<file path="src/logic/cell_select_pkg.sv">
// Constants and helpers shared by the logic cell input select stage
package cell_select_pkg;

    // ==========================================================
    // Register bus geometry
    // ==========================================================
    localparam int          REG_ADDR_W   = 4;       // Word address width
    localparam int          REG_DATA_W   = 8;       // Register width

    // ==========================================================
    // Register offsets (word index on the plain port)
    // ==========================================================
    localparam logic [3:0]  OFS_SEL34    = 4'h0;    // Data line 3/4 select
    localparam logic [3:0]  OFS_G1TERM   = 4'h1;    // Gate 1 term select
    localparam logic [3:0]  OFS_G1POL    = 4'h2;    // Gate 1 polarity
    localparam logic [3:0]  OFS_STATUS   = 4'h3;    // Live line/gate state

    // ==========================================================
    // Field layout of the data line 3/4 select register
    // ==========================================================
    localparam int          SEL_W        = 3;       // Width of a select code
    localparam int          D4_SEL_LSB   = 4;       // Bits 6..4
    localparam int          D3_SEL_LSB   = 0;       // Bits 2..0
    localparam logic [7:0]  SEL34_MASK   = 8'h77;   // Bits 7 and 3 absent

    // ==========================================================
    // Field layout of the gate 1 term register
    // ==========================================================
    localparam int          T_D4_TRUE    = 7;
    localparam int          T_D4_INV     = 6;
    localparam int          T_D3_TRUE    = 5;
    localparam int          T_D3_INV     = 4;
    localparam int          T_D2_TRUE    = 3;
    localparam int          T_D2_INV     = 2;
    localparam int          T_D1_TRUE    = 1;
    localparam int          T_D1_INV     = 0;

    // Polarity register and status register fields
    localparam int          POL_G1_BIT   = 0;
    localparam int          ST_D3_BIT    = 0;
    localparam int          ST_D4_BIT    = 1;
    localparam int          ST_G1_BIT    = 2;

    // ==========================================================
    // Reset values (the cell wakes with every term excluded)
    // ==========================================================
    localparam logic [7:0]  SEL34_RST    = 8'h00;
    localparam logic [7:0]  G1TERM_RST   = 8'h00;
    localparam logic [7:0]  G1POL_RST    = 8'h00;
    localparam logic [7:0]  RDATA_IDLE   = 8'h00;   // Read data when idle

    // Candidate index bases: code 000 picks base, codes wrap mod 16
    localparam logic [3:0]  D3_BASE      = 4'h8;
    localparam logic [3:0]  D4_BASE      = 4'hC;
    localparam int          CAND_N       = 16;      // Candidate inputs

    // ==========================================================
    // Helpers
    // ==========================================================
    // Map a select code onto a candidate index, wrapping past 15
    function automatic logic [3:0] sel_index(input logic [2:0] code,
                                             input logic [3:0] base);
        sel_index = base + {1'b0, code};
    endfunction : sel_index

    // One data line's contribution: true term, inverted term, or none
    function automatic logic term_pick(input logic take_true,
                                       input logic take_inv,
                                       input logic line);
        term_pick = (take_true & line) | (take_inv & ~line);
    endfunction : term_pick

endpackage : cell_select_pkg

</file>
<file path="src/logic/data_line_mux.sv">
// One data line multiplexer: picks one of eight of the sixteen candidate inputs
`timescale 1ns/1ps
`default_nettype none

module data_line_mux
    import cell_select_pkg::*;
#(
    parameter logic [3:0] BASE = 4'h0       // Candidate picked by code 000
) (
    input  wire logic [CAND_N-1:0] cand,    // Synchronised candidates
    input  wire logic [SEL_W-1:0]  code,    // Select code from register
    output logic                   line     // Chosen candidate
);

    // ==========================================================
    // Selection
    // ==========================================================
    // Pure combinational pick; the owner registers the result
    always_comb begin
        line = cand[sel_index(code, BASE)];
    end

endmodule : data_line_mux

`default_nettype wire

</file>
<file path="src/logic/logic_cell_input_select.sv">
// Logic cell data line 3/4 multiplexers and gate 1 term select stage
`timescale 1ns/1ps
`default_nettype none

// Functional notes
// - Data 4 code picks candidate 0-3 or 12-15
// - Data 3 codes 011-111 pick candidates 11-15
// - Select register bits 7, 3 read zero
// - Select and term bits read/write, kept
// - Term bits 7/6 gate true/inverted line 4
// - Term bits 5/4 gate true/inverted line 3
// - Term bits 3/2 gate true/inverted line 2
// - Term bits 1/0 gate true/inverted line 1
// - Polarity bit inverts gate 1 output
module logic_cell_input_select
    import cell_select_pkg::*;
#(
    parameter int ADDR_W = REG_ADDR_W,       // Register port address width
    parameter int DATA_W = REG_DATA_W        // Register port data width
) (
    input  wire logic              clk,                   // Core clock
    input  wire logic              sys_rst,               // Async reset
    input  wire logic [ADDR_W-1:0] reg_addr,              // Register index
    input  wire logic [DATA_W-1:0] reg_wdata,             // Write data
    input  wire logic              reg_wr,                // Write strobe
    input  wire logic              reg_rd,                // Read strobe
    output logic      [DATA_W-1:0] reg_rdata,             // Read data
    input  wire logic [CAND_N-1:0] cell_candidate_input,  // Async sources
    input  wire logic              cell_data_line_1,      // From data mux 1
    input  wire logic              cell_data_line_2,      // From data mux 2
    output logic                   cell_data_line_3,      // Chosen line 3
    output logic                   cell_data_line_4,      // Chosen line 4
    output logic                   cell_gate_1            // Gate 1 result
);

    // ==========================================================
    // Declarations
    // ==========================================================
    // Configuration registers
    logic [DATA_W-1:0] sel34_r;          // Data line 3/4 select
    logic [DATA_W-1:0] sel34_nxt;
    logic [DATA_W-1:0] g1term_r;         // Gate 1 term select
    logic [DATA_W-1:0] g1term_nxt;
    logic [DATA_W-1:0] g1pol_r;          // Gate 1 polarity
    logic [DATA_W-1:0] g1pol_nxt;

    // Read path
    logic [DATA_W-1:0] rdata_r;          // Answer, one cycle after strobe
    logic [DATA_W-1:0] rdata_nxt;

    // Candidate synchroniser, two stages
    logic [CAND_N-1:0] cand_meta_r;      // First stage, read by second only
    logic [CAND_N-1:0] cand_sync_r;      // Second stage, safe to use
    logic [CAND_N-1:0] cand_meta_nxt;
    logic [CAND_N-1:0] cand_sync_nxt;

    // Mux results before registering
    logic              d3_pick;          // Line 3 from its multiplexer
    logic              d4_pick;          // Line 4 from its multiplexer

    // Gate 1 evaluation
    logic              g1_or;            // OR of selected terms
    logic              g1_final;         // After polarity

    // Registered outputs
    logic              d3_r;
    logic              d4_r;
    logic              g1_r;
    logic              d3_nxt;
    logic              d4_nxt;
    logic              g1_nxt;

    // Field views of the select register
    logic [SEL_W-1:0]  data3_source_sel;
    logic [SEL_W-1:0]  data4_source_sel;

    // Field views of the gate 1 term register
    logic              g1_take_d4_true;
    logic              g1_take_d4_inverted;
    logic              g1_take_d3_true;
    logic              g1_take_d3_inverted;
    logic              g1_take_d2_true;
    logic              g1_take_d2_inverted;
    logic              g1_take_d1_true;
    logic              g1_take_d1_inverted;
    logic              gate1_output_invert;

    // Address decode
    logic              hit_sel34;
    logic              hit_g1term;
    logic              hit_g1pol;
    logic              hit_status;

    // ==========================================================
    // Address decode
    // ==========================================================
    // Every index bit is compared; wider ports simply compare more
    // Each index is decoded once here so the write and read paths
    // can never disagree about which register a strobe addresses
    always_comb begin
        hit_sel34  = (reg_addr == ADDR_W'(OFS_SEL34));
        hit_g1term = (reg_addr == ADDR_W'(OFS_G1TERM));
        hit_g1pol  = (reg_addr == ADDR_W'(OFS_G1POL));
        hit_status = (reg_addr == ADDR_W'(OFS_STATUS));
    end

    // ==========================================================
    // Configuration registers
    // ==========================================================
    // Writes land on the edge that samples the strobe; others hold
    // A write strobe with an unmapped index leaves every register
    // untouched; nothing signals the refusal back to software
    always_comb begin
        sel34_nxt  = sel34_r;
        g1term_nxt = g1term_r;
        g1pol_nxt  = g1pol_r;
        if (reg_wr && hit_sel34) begin
            // Absent bits are masked so they can never hold a one
            sel34_nxt = reg_wdata & DATA_W'(SEL34_MASK);
        end
        if (reg_wr && hit_g1term) begin
            g1term_nxt = reg_wdata;
        end
        if (reg_wr && hit_g1pol) begin
            // Only the gate 1 polarity bit lives here
            g1pol_nxt = '0;
            g1pol_nxt[POL_G1_BIT] = reg_wdata[POL_G1_BIT];
        end
    end

    // Reset gives a known value; the contents are otherwise kept
    // across everything but this reset
    // Software should still write every register before use, since
    // a real part wakes with undefined configuration
    always_ff @(posedge clk or posedge sys_rst) begin
        if (sys_rst) begin
            sel34_r  <= DATA_W'(SEL34_RST);
            g1term_r <= DATA_W'(G1TERM_RST);
            g1pol_r  <= DATA_W'(G1POL_RST);
        end else begin
            sel34_r  <= sel34_nxt;
            g1term_r <= g1term_nxt;
            g1pol_r  <= g1pol_nxt;
        end
    end

    // ==========================================================
    // Field views
    // ==========================================================
    // Named slices keep the gate equation readable
    always_comb begin
        data4_source_sel    = sel34_r[D4_SEL_LSB +: SEL_W];
        data3_source_sel    = sel34_r[D3_SEL_LSB +: SEL_W];
        g1_take_d4_true     = g1term_r[T_D4_TRUE];
        g1_take_d4_inverted = g1term_r[T_D4_INV];
        g1_take_d3_true     = g1term_r[T_D3_TRUE];
        g1_take_d3_inverted = g1term_r[T_D3_INV];
        g1_take_d2_true     = g1term_r[T_D2_TRUE];
        g1_take_d2_inverted = g1term_r[T_D2_INV];
        g1_take_d1_true     = g1term_r[T_D1_TRUE];
        g1_take_d1_inverted = g1term_r[T_D1_INV];
        gate1_output_invert = g1pol_r[POL_G1_BIT];
    end

    // ==========================================================
    // Candidate synchroniser
    // ==========================================================
    // Candidates may come from pins or other clocks, so two stages
    // are spent on them; this costs two cycles of input latency
    // Only the second stage feeds the multiplexers, so a metastable
    // first stage never reaches the gate logic
    always_comb begin
        cand_meta_nxt = cell_candidate_input;
        cand_sync_nxt = cand_meta_r;
    end

    always_ff @(posedge clk or posedge sys_rst) begin
        if (sys_rst) begin
            cand_meta_r <= '0;
            cand_sync_r <= '0;
        end else begin
            cand_meta_r <= cand_meta_nxt;
            cand_sync_r <= cand_sync_nxt;
        end
    end

    // ==========================================================
    // Data line multiplexers
    // ==========================================================
    // Line 4: code 000 starts at candidate 12, wraps to 0 at code 100
    data_line_mux #(
        .BASE (D4_BASE)
    ) u_mux_d4 (
        .cand (cand_sync_r),
        .code (data4_source_sel),
        .line (d4_pick)
    );

    // Line 3: code 000 starts at candidate 8, code 111 reaches 15
    data_line_mux #(
        .BASE (D3_BASE)
    ) u_mux_d3 (
        .cand (cand_sync_r),
        .code (data3_source_sel),
        .line (d3_pick)
    );

    // ==========================================================
    // Gate 1 term select and combine
    // ==========================================================
    // Setting both true and inverted for one line forces a one;
    // that is legal and simply makes the gate constant, high unless the polarity bit is set
    // The picks are used before the output registers so the gate
    // result and the data lines change on the same edge
    always_comb begin
        g1_or = 1'b0;
        g1_or = g1_or | term_pick(g1_take_d4_true,
                                  g1_take_d4_inverted, d4_pick);
        g1_or = g1_or | term_pick(g1_take_d3_true,
                                  g1_take_d3_inverted, d3_pick);
        g1_or = g1_or | term_pick(g1_take_d2_true,
                                  g1_take_d2_inverted,
                                  cell_data_line_2);
        g1_or = g1_or | term_pick(g1_take_d1_true,
                                  g1_take_d1_inverted,
                                  cell_data_line_1);
        // Polarity applies after the OR, before the output register
        g1_final = g1_or ^ gate1_output_invert;
    end

    // ==========================================================
    // Output registers
    // ==========================================================
    // Outputs are registered so downstream logic sees clean levels
    // The register costs one cycle but keeps mux glitches away from
    // whatever consumes the lines and the gate
    always_comb begin
        d3_nxt = d3_pick;
        d4_nxt = d4_pick;
        g1_nxt = g1_final;
    end

    always_ff @(posedge clk or posedge sys_rst) begin
        if (sys_rst) begin
            d3_r <= 1'b0;
            d4_r <= 1'b0;
            g1_r <= 1'b0;
        end else begin
            d3_r <= d3_nxt;
            d4_r <= d4_nxt;
            g1_r <= g1_nxt;
        end
    end

    always_comb begin
        cell_data_line_3 = d3_r;
        cell_data_line_4 = d4_r;
        cell_gate_1      = g1_r;
    end

    // ==========================================================
    // Read path
    // ==========================================================
    // Data stand only in the cycle after the strobe, zero otherwise;
    // unmapped indices answer zero
    // The status view shows the registered levels, so it trails the
    // live outputs by one cycle
    always_comb begin
        rdata_nxt = DATA_W'(RDATA_IDLE);
        if (reg_rd) begin
            if (hit_sel34) begin
                rdata_nxt = sel34_r & DATA_W'(SEL34_MASK);
            end else if (hit_g1term) begin
                rdata_nxt = g1term_r;
            end else if (hit_g1pol) begin
                rdata_nxt = g1pol_r;
            end else if (hit_status) begin
                // Live view of the registered lines and gate
                rdata_nxt[ST_D3_BIT] = d3_r;
                rdata_nxt[ST_D4_BIT] = d4_r;
                rdata_nxt[ST_G1_BIT] = g1_r;
            end else begin
                rdata_nxt = DATA_W'(RDATA_IDLE);
            end
        end
    end

    always_ff @(posedge clk or posedge sys_rst) begin
        if (sys_rst) begin
            rdata_r <= DATA_W'(RDATA_IDLE);
        end else begin
            rdata_r <= rdata_nxt;
        end
    end

    always_comb begin
        reg_rdata = rdata_r;
    end

endmodule : logic_cell_input_select

`default_nettype wire

</file>
<file path="config.mk">
export PLATFORM = sky130hd
export DESIGN_NAME = logic_cell_input_select
export DESIGN_NICKNAME = d
export VERILOG_FILES = /design/src/logic/cell_select_pkg.sv /design/src/logic/data_line_mux.sv /design/src/logic/logic_cell_input_select.sv
export SDC_FILE = /design/constraint.sdc
export NUM_CORES = 1
export LEC_CHECK = 0
export BUFFER_PORTS_ARGS = -buffer_cell sky130_fd_sc_hd__buf_2
export CAP_MARGIN = 15
export CELL_PAD_IN_SITES_DETAIL_PLACEMENT = 1
export CELL_PAD_IN_SITES_GLOBAL_PLACEMENT = 1
export CORE_MARGIN = 3
export CORE_UTILIZATION = 30
export DETAILED_ROUTE_END_ITERATION = 10
export PLACE_DENSITY = 0.7
export SYNTH_ARGS = -nofsm -noshare
export SYNTH_HDL_FRONTEND = slang
export SYNTH_SLANG_ARGS = --single-unit
export TNS_END_PERCENT = 50
</file>
<file path="constraint.sdc">
create_clock -name clk -period 1.7 [get_ports clk]
set_clock_uncertainty 0.05 [all_clocks]
set_input_delay 0.17 -clock clk [delete_from_list [all_inputs] [get_ports clk]]
set_output_delay 0.17 -clock clk [all_outputs]
set_load 0.02 [all_outputs]
</file>
==> results.sh, run 1 <==
export IMPL_synth_cells=115
export IMPL_end_kind="register"
export IMPL_io_pins=45
export IMPL_ant_nets=0
export IMPL_cap_violations=0
export IMPL_fin_crit_sh_pct=104.8
export IMPL_critPathTopFamily="multiplexers"
export IMPL_clk_pin_slew_worst_paths_ps=90
export IMPL_htreeDepth=2
export IMPL_routabilityCongestion=0.7947
export IMPL_period_needed_ps=1782
export IMPL_cts_root_buf="clkbuf_8"
export IMPL_core_um2=5709
export IMPL_dieArea_um2=7097
export IMPL_peakVddDrop_uv=456.0
export IMPL_required_ps=1880
export IMPL_max_clock_freq_ghz=0.5613
export IMPL_synth_distinct_cells=26
export IMPL_power_share_clock_pct=25.9
export IMPL_status="finished, violations left"
export IMPL_grtUsageTotal_pct=11.44
export IMPL_cts_tree="yes"
export IMPL_vias=1159
export IMPL_gr_total_overflow=0
export IMPL_cp_arrival_ps=1960
export IMPL_clockBufferDepth=2
export IMPL_postSynthAreaPerCell_um2=15.97
export IMPL_yosysSeqAreaShare_pct=68.12
export IMPL_nFillCells=589
export IMPL_min_path_type="in2reg"
export IMPL_power_frac_comb_pct=19.2
export IMPL_slew_headroom_pct=60.21
export IMPL_antenna_cells=0
export IMPL_power_density_nw_per_um2=1104
export IMPL_syn_num_nets=149
export IMPL_seqPwrFrac_pct=54.8
export IMPL_cts_num_sinks=50
export IMPL_timing_final_ws_setup_ps=-81.72
export IMPL_power_leakage_nw=1.144
export IMPL_p_switching_w=0.0007164
export IMPL_antenna_found_initial=0
export IMPL_routed_wl_mm=3.698
export IMPL_wl_per_cell_um=14.50
export IMPL_ys_seq_elements=50
export IMPL_io_buffers=40
export IMPL_p_int_w=0.001950
export IMPL_stdcell_count=255
export IMPL_dp_hpwl_mm=2.770
export IMPL_hold_viol_final=0
export IMPL_crit_chain="mux4_2, mux2_4, mux2i_1, a211oi_2, xnor2_1"
export IMPL_critPathBufInv=0
export IMPL_synthesis_area_um2=1837
export IMPL_die_w_um=84.25
export IMPL_start_kind="register"
export IMPL_slowest_stage="mux4_2"
export IMPL_final_common_cell="dfrtp_1"
export IMPL_clock_latency_ps=300
export IMPL_finalSetupViolCount=1
export IMPL_initial_core_util_pct=32.17
export IMPL_first_pass_iters=2
export IMPL_worst_pin_slew_ps=596.8
export IMPL_final_area_um2=2415
export IMPL_dp_cells=234
export IMPL_rows=27
export IMPL_area_growth_synth_to_final_pct=31.47
export IMPL_numCtsBuffers=5
export IMPL_swShare_pct=26.87
export IMPL_final_cell_mix="49 x dfrtp_1, 40 x buf_2, 16 x mux2_1"
export IMPL_vias_per_cell=4.545
export IMPL_drive_gt1_share_pct=38.25
export IMPL_synth_warnings=0
export IMPL_max_stage_delay_ps=510
export IMPL_drtIter0Drc=17
export IMPL_final_nets=216
export IMPL_violations="setup timing"
export IMPL_dieHeight_um=84.25
export IMPL_drv_slew=0
export IMPL_drc_errors=0
export IMPL_worstPathMaxFanout=3
export IMPL_critPathKind="reg2reg"
export IMPL_grt_pass1_vias=1351
export IMPL_grt_pass1_wl_mm=6.396
export IMPL_rsz0062_at_grt="true"
export IMPL_grt_max_degree=51
export IMPL_postPlaceCellArea_um2=2182
[area by class of cell]
class	count	area [µm²]	area share, %
Tap cell	72	90.09	3.731
Clock inverter	2	12.51	0.5181
Clock buffer	6	82.58	3.420
Timing Repair Buffer	63	405.4	16.79
Sequential cell	50	1252	51.87
Multi-Input combinational cell	61	568.0	23.52
Inverter	1	3.754	0.1554
[final timing paths]
check / from / endpoint / slack, ps / cells past startpoint
worst max-delay path: sel34_r[5] / cell_gate_1 / -80 / 5
worst min-delay path: reg_wdata[6] / g1term_r[6] / 40 / 2
worst max register to register: sel34_r[5] / cell_gate_1 / -80 / 5
worst min register to register: cand_meta_r[15] / cand_sync_r[15] / 300 / 0
max in group asynchronous: sys_rst / sel34_r[5] / 660 / 4
min in group asynchronous: sys_rst / reg_rdata[1] / 510 / 4
[cells in the mapped netlist]
cell type  count  area (µm²)
nand4b_1       1       8.760
nor3b_1        3       22.52
clkbuf_1       1       3.750
nor3_1         5       25.02
buf_6          1       11.26
xnor2_1        1       8.760
and3_1         2       12.51
dfrtp_1       50        1251
nor2b_1        1       6.260
a211oi_1       1       7.510
mux2_2         3       33.78
mux4_2         1       22.52
and2_1         2       12.51
inv_1          1       3.750
nor3_2         1       10.01
nor2_1         6       22.52
mux2_1        16       180.2
nand2_1        3       11.26
nor4_1         1       6.260
mux2_4         1       15.01
o41a_1         1       11.26
a31oi_1        2       12.51
mux2i_1        7       70.07
mux4_1         2       52.55
buf_2          1       5.000
a2111oi_1      1       10.01
[sequential cells by signal, summed over array words and instances, names as in the netlist]
register / count
cand_sync_r: 12
g1term_r: 8
g1pol_r: 1
sel34_r: 6
cell_data_line_3: 1
reg_rdata: 8
cell_data_line_4: 1
cand_meta_r: 12
cell_gate_1: 1
[power groups by stage]
stage	Combinational [W]	Sequential, W	Clock [W]
2_1_floorplan	0.000278	0.00148	0
3_3_place_gp	0.000460	0.00147	0
3_5_place_dp	0.000480	0.00148	0
4_1_cts	0.000520	0.00146	0.000725
5_1_grt	0.000563	0.00149	0.000781
6_report	0.000513	0.00146	0.000691
[metrics by stage]
| step | utilization [%] | hold slack [ps] | setup slack, ps | setup TNS [ps] | total power, W |
|---|---|---|---|---|---|
| global placement | 38.22 | 227.5 | -126.2 | -126.2 | 0.001934 |
| CTS | 42.19 | 34.89 | -144.7 | -144.7 | 0.002709 |
| detailed placement | 38.22 | 230.1 | -231.8 | -231.8 | 0.001963 |
| floorplan | - | 151.4 | -79.41 | -79.41 | 0.001756 |
| global route | 42.30 | 37.23 | -173.8 | -173.8 | 0.002830 |
| finish | 42.30 | 41.30 | -81.72 | -81.72 | 0.002667 |
[cell families (layout without fill, tap and decap cells)]
kind of cell,count (synthesis),in the layout,synth area share [%]
AO/OA/AOI/OAI,5,5,2.248
XOR/XNOR,1,1,0.4769
buffers and inverters,4,72,1.294
flip-flops,50,50,68.12
multiplexers,30,30,20.37
AND/OR/NAND/NOR,25,25,7.493
[repair_timing]
action | in CTS | in global routing
pin swaps | 0 | 0
gates resized for setup | 4 | 2
endpoints found under the setup margin | 1 | 1
setup buffers | 0 | 0
hold endpoints to repair | 55 | 0
hold buffers | 13 | 0
[routing by layer]
metal	global-route usage (%)	up-vias	part of all wire, %
met4	3.509	0	1.5
met5	0	-	0
met3	4.416	7	6.7
met2	20.30	40	53
li1	-	542	-
met1	12.61	570	39
(Power assumes the default switching activity.)
==> run 2, diff against run 1 <==
PLACE_DENSITY = 0.69   (was 0.7)
SYNTH_HIERARCHICAL = 1   (was not set)
==> run 2 against run 1 <==
- the run still ends with setup timing left
- flip-flop and latch count unchanged
- power increased by 1.8%
- clock power increased by 14%
- final cell count decreased by 3.5%
- critical endpoint unchanged
- die area decreased by 0.76%
- register-to-register slack about the same
- highest routed layer unchanged
- synthesized cell count decreased by 4.3%
- combinational power decreased by 8.8%
- via count decreased by 2.3%
==> results.sh, run 2 <==
export IMPL_postPlaceCellArea_um2=2138
export IMPL_routabilityCongestion=0.7721
export IMPL_drv_slew=0
export IMPL_rsz0062_at_grt="true"
export IMPL_cts_num_sinks=50
export IMPL_syn_num_nets=144
export IMPL_rows=27
export IMPL_worstPathMaxFanout=3
export IMPL_gr_total_overflow=0
export IMPL_vias_per_cell=4.602
export IMPL_status="finished, violations left"
export IMPL_power_density_nw_per_um2=1138
export IMPL_hold_start="reg_wdata[7]"
export IMPL_htreeDepth=2
export IMPL_peakVddDrop_uv=463.1
export IMPL_power_share_clock_pct=29.1
export IMPL_area_growth_synth_to_final_pct=30.98
export IMPL_wl_per_cell_um=15.16
export IMPL_final_area_um2=2386
export IMPL_numCtsBuffers=5
export IMPL_io_buffers=40
export IMPL_grt_pass1_wl_mm=6.106
export IMPL_clk_pin_slew_worst_paths_ps=80
export IMPL_drive_gt1_share_pct=44.83
export IMPL_hold_viol_final=0
export IMPL_pre_cts_ws_ps=-125.3
export IMPL_synth_cells=110
export IMPL_p_switching_w=0.0006773
export IMPL_power_leakage_nw=1.137
export IMPL_grtUsageTotal_pct=11.15
export IMPL_swShare_pct=24.94
export IMPL_timing_final_ws_setup_ps=-92.07
export IMPL_final_common_cell="dfrtp_1"
export IMPL_drc_errors=0
export IMPL_antenna_found_initial=0
export IMPL_cp_arrival_ps=1920
export IMPL_start_kind="register"
export IMPL_wl_met1_mm=1.481
export IMPL_reg_largest_list="cand_meta_r x12, cand_sync_r x12"
export IMPL_dr_wl_met2_mm=1.986
export IMPL_critPathLaunch="sel34_r[0]"
export IMPL_final_cell_mix="48 x dfrtp_1, 40 x buf_2, 15 x mux2_2"
export IMPL_cts_tree="yes"
export IMPL_synthesis_area_um2=1822
export IMPL_finalSetupViolCount=1
export IMPL_period_needed_ps=1792
export IMPL_clock_latency_ps=290
export IMPL_routed_wl_mm=3.729
export IMPL_drtIter0Drc=29
export IMPL_timing_rr_start="sel34_r[0]"
export IMPL_vias=1132
export IMPL_first_pass_iters=4
export IMPL_route_met3_wl_um=215
export IMPL_grt_pass1_vias=1266
export IMPL_critPathKind="reg2reg"
export IMPL_dieHeight_um=83.93
export IMPL_postSynthAreaPerCell_um2=16.56
export IMPL_violations="setup timing"
export IMPL_initial_core_util_pct=32.10
export IMPL_slew_headroom_pct=74.17
export IMPL_highest_layer="met4"
export IMPL_cap_violations=0
export IMPL_p_int_w=0.002038
export IMPL_worst_pin_slew_ps=386.3
export IMPL_synth_warnings=6
export IMPL_nFillCells=596
export IMPL_min_path_type="in2reg"
export IMPL_fin_util_pct=42.04
export IMPL_seqPwrFrac_pct=53.6
export IMPL_clockBufferDepth=2
export IMPL_max_clock_freq_ghz=0.5580
export IMPL_dp_hpwl_mm=2.692
export IMPL_core_um2=5675
export IMPL_end_kind="register"
export IMPL_dieArea_um2=7043
export IMPL_io_pins=45
export IMPL_final_nets=208
export IMPL_cts_root_buf="clkbuf_8"
export IMPL_antenna_cells=0
export IMPL_die_w_um=83.93
export IMPL_whs_ps=61.43
export IMPL_ant_nets=0
export IMPL_power_frac_comb_pct=17.2
export IMPL_grt_max_degree=51
export IMPL_fin_crit_sh_pct=105.4
export IMPL_required_ps=1830
run 2: changes by cell type in the layout (fill, tap and decap cells not counted), sizes merged, moves of 2 or more:
cell / before / now
nor3b: 3 / 1
buf: 50 / 47
mux2: 20 / 17
nor3: 6 / 1
a31oi: 2 / 0
or4: 0 / 2
o21a: 0 / 2
a221oi: 0 / 2
run 2: through the flow:
step / cells / setup TNS, ps / total power (W)
final: 246 / -92.07 / 0.002715
after global routing: 246 / -210.7 / 0.002875
after CTS: 245 / -124.4 / 0.002744
after detailed placement: 225 / -125.3 / 0.001919
after global placement: 225 / -64.99 / 0.001892
after floorplan: 110 / -30.90 / 0.001735
run 2: routing by layer:
layer,vias up,GRT usage [%]
li1,516,-
met1,578,13.62
met2,34,18.80
met3,4,3.159
met4,0,3.947
met5,-,0
run 2: power by group through the flow:
| stage | logic [W] | clock network [W] | registers [W] |
|---|---|---|---|
| after global placement | 0.000424 | 0 | 0.00147 |
| after detailed placement | 0.000442 | 0 | 0.00148 |
| final | 0.000468 | 0.000791 | 0.00146 |
| after CTS | 0.000468 | 0.000822 | 0.00145 |
| after global routing | 0.000514 | 0.000882 | 0.00148 |
| after floorplan | 0.000252 | 0 | 0.00148 |
run 2: layout make-up:
class	instances	area (µm²)	area share, %
timing repair buffer	60	395.4	16.57
sequential	50	1254	52.54
clock buffer	5	68.82	2.884
tap	72	90.09	3.776
inverter	1	3.754	0.1573
multi-input combinational	56	535.5	22.44
clock inverter	2	38.79	1.626
run 2: worst paths after layout:
kind | slack, ps | end | cells after the start
worst max-delay path | -90 | cell_gate_1 | 5
worst min-delay path | 60 | g1term_r[7] | 2
worst max register to register | -90 | cell_gate_1 | 5
worst min register to register | 310 | cand_sync_r[1] | 0
max in group asynchronous | 970 | sel34_r[4] | 4
min in group asynchronous | 410 | cand_sync_r[10] | 4
run 2: timing repair:
action,4_1_cts,5_1_grt
buffers inserted,0,1
setup endpoints to repair,1,1
pin swaps,1,0
hold buffers,13,0
endpoints found under the hold margin,62,0
resized for setup,0,2
run 2: critical path, stage by stage, from the launching register on:
cell	delay, ps
dfrtp_2	410
mux4_2	510
mux2_2	300
mux2i_1	150
nand4_1	110
xor2_1	150
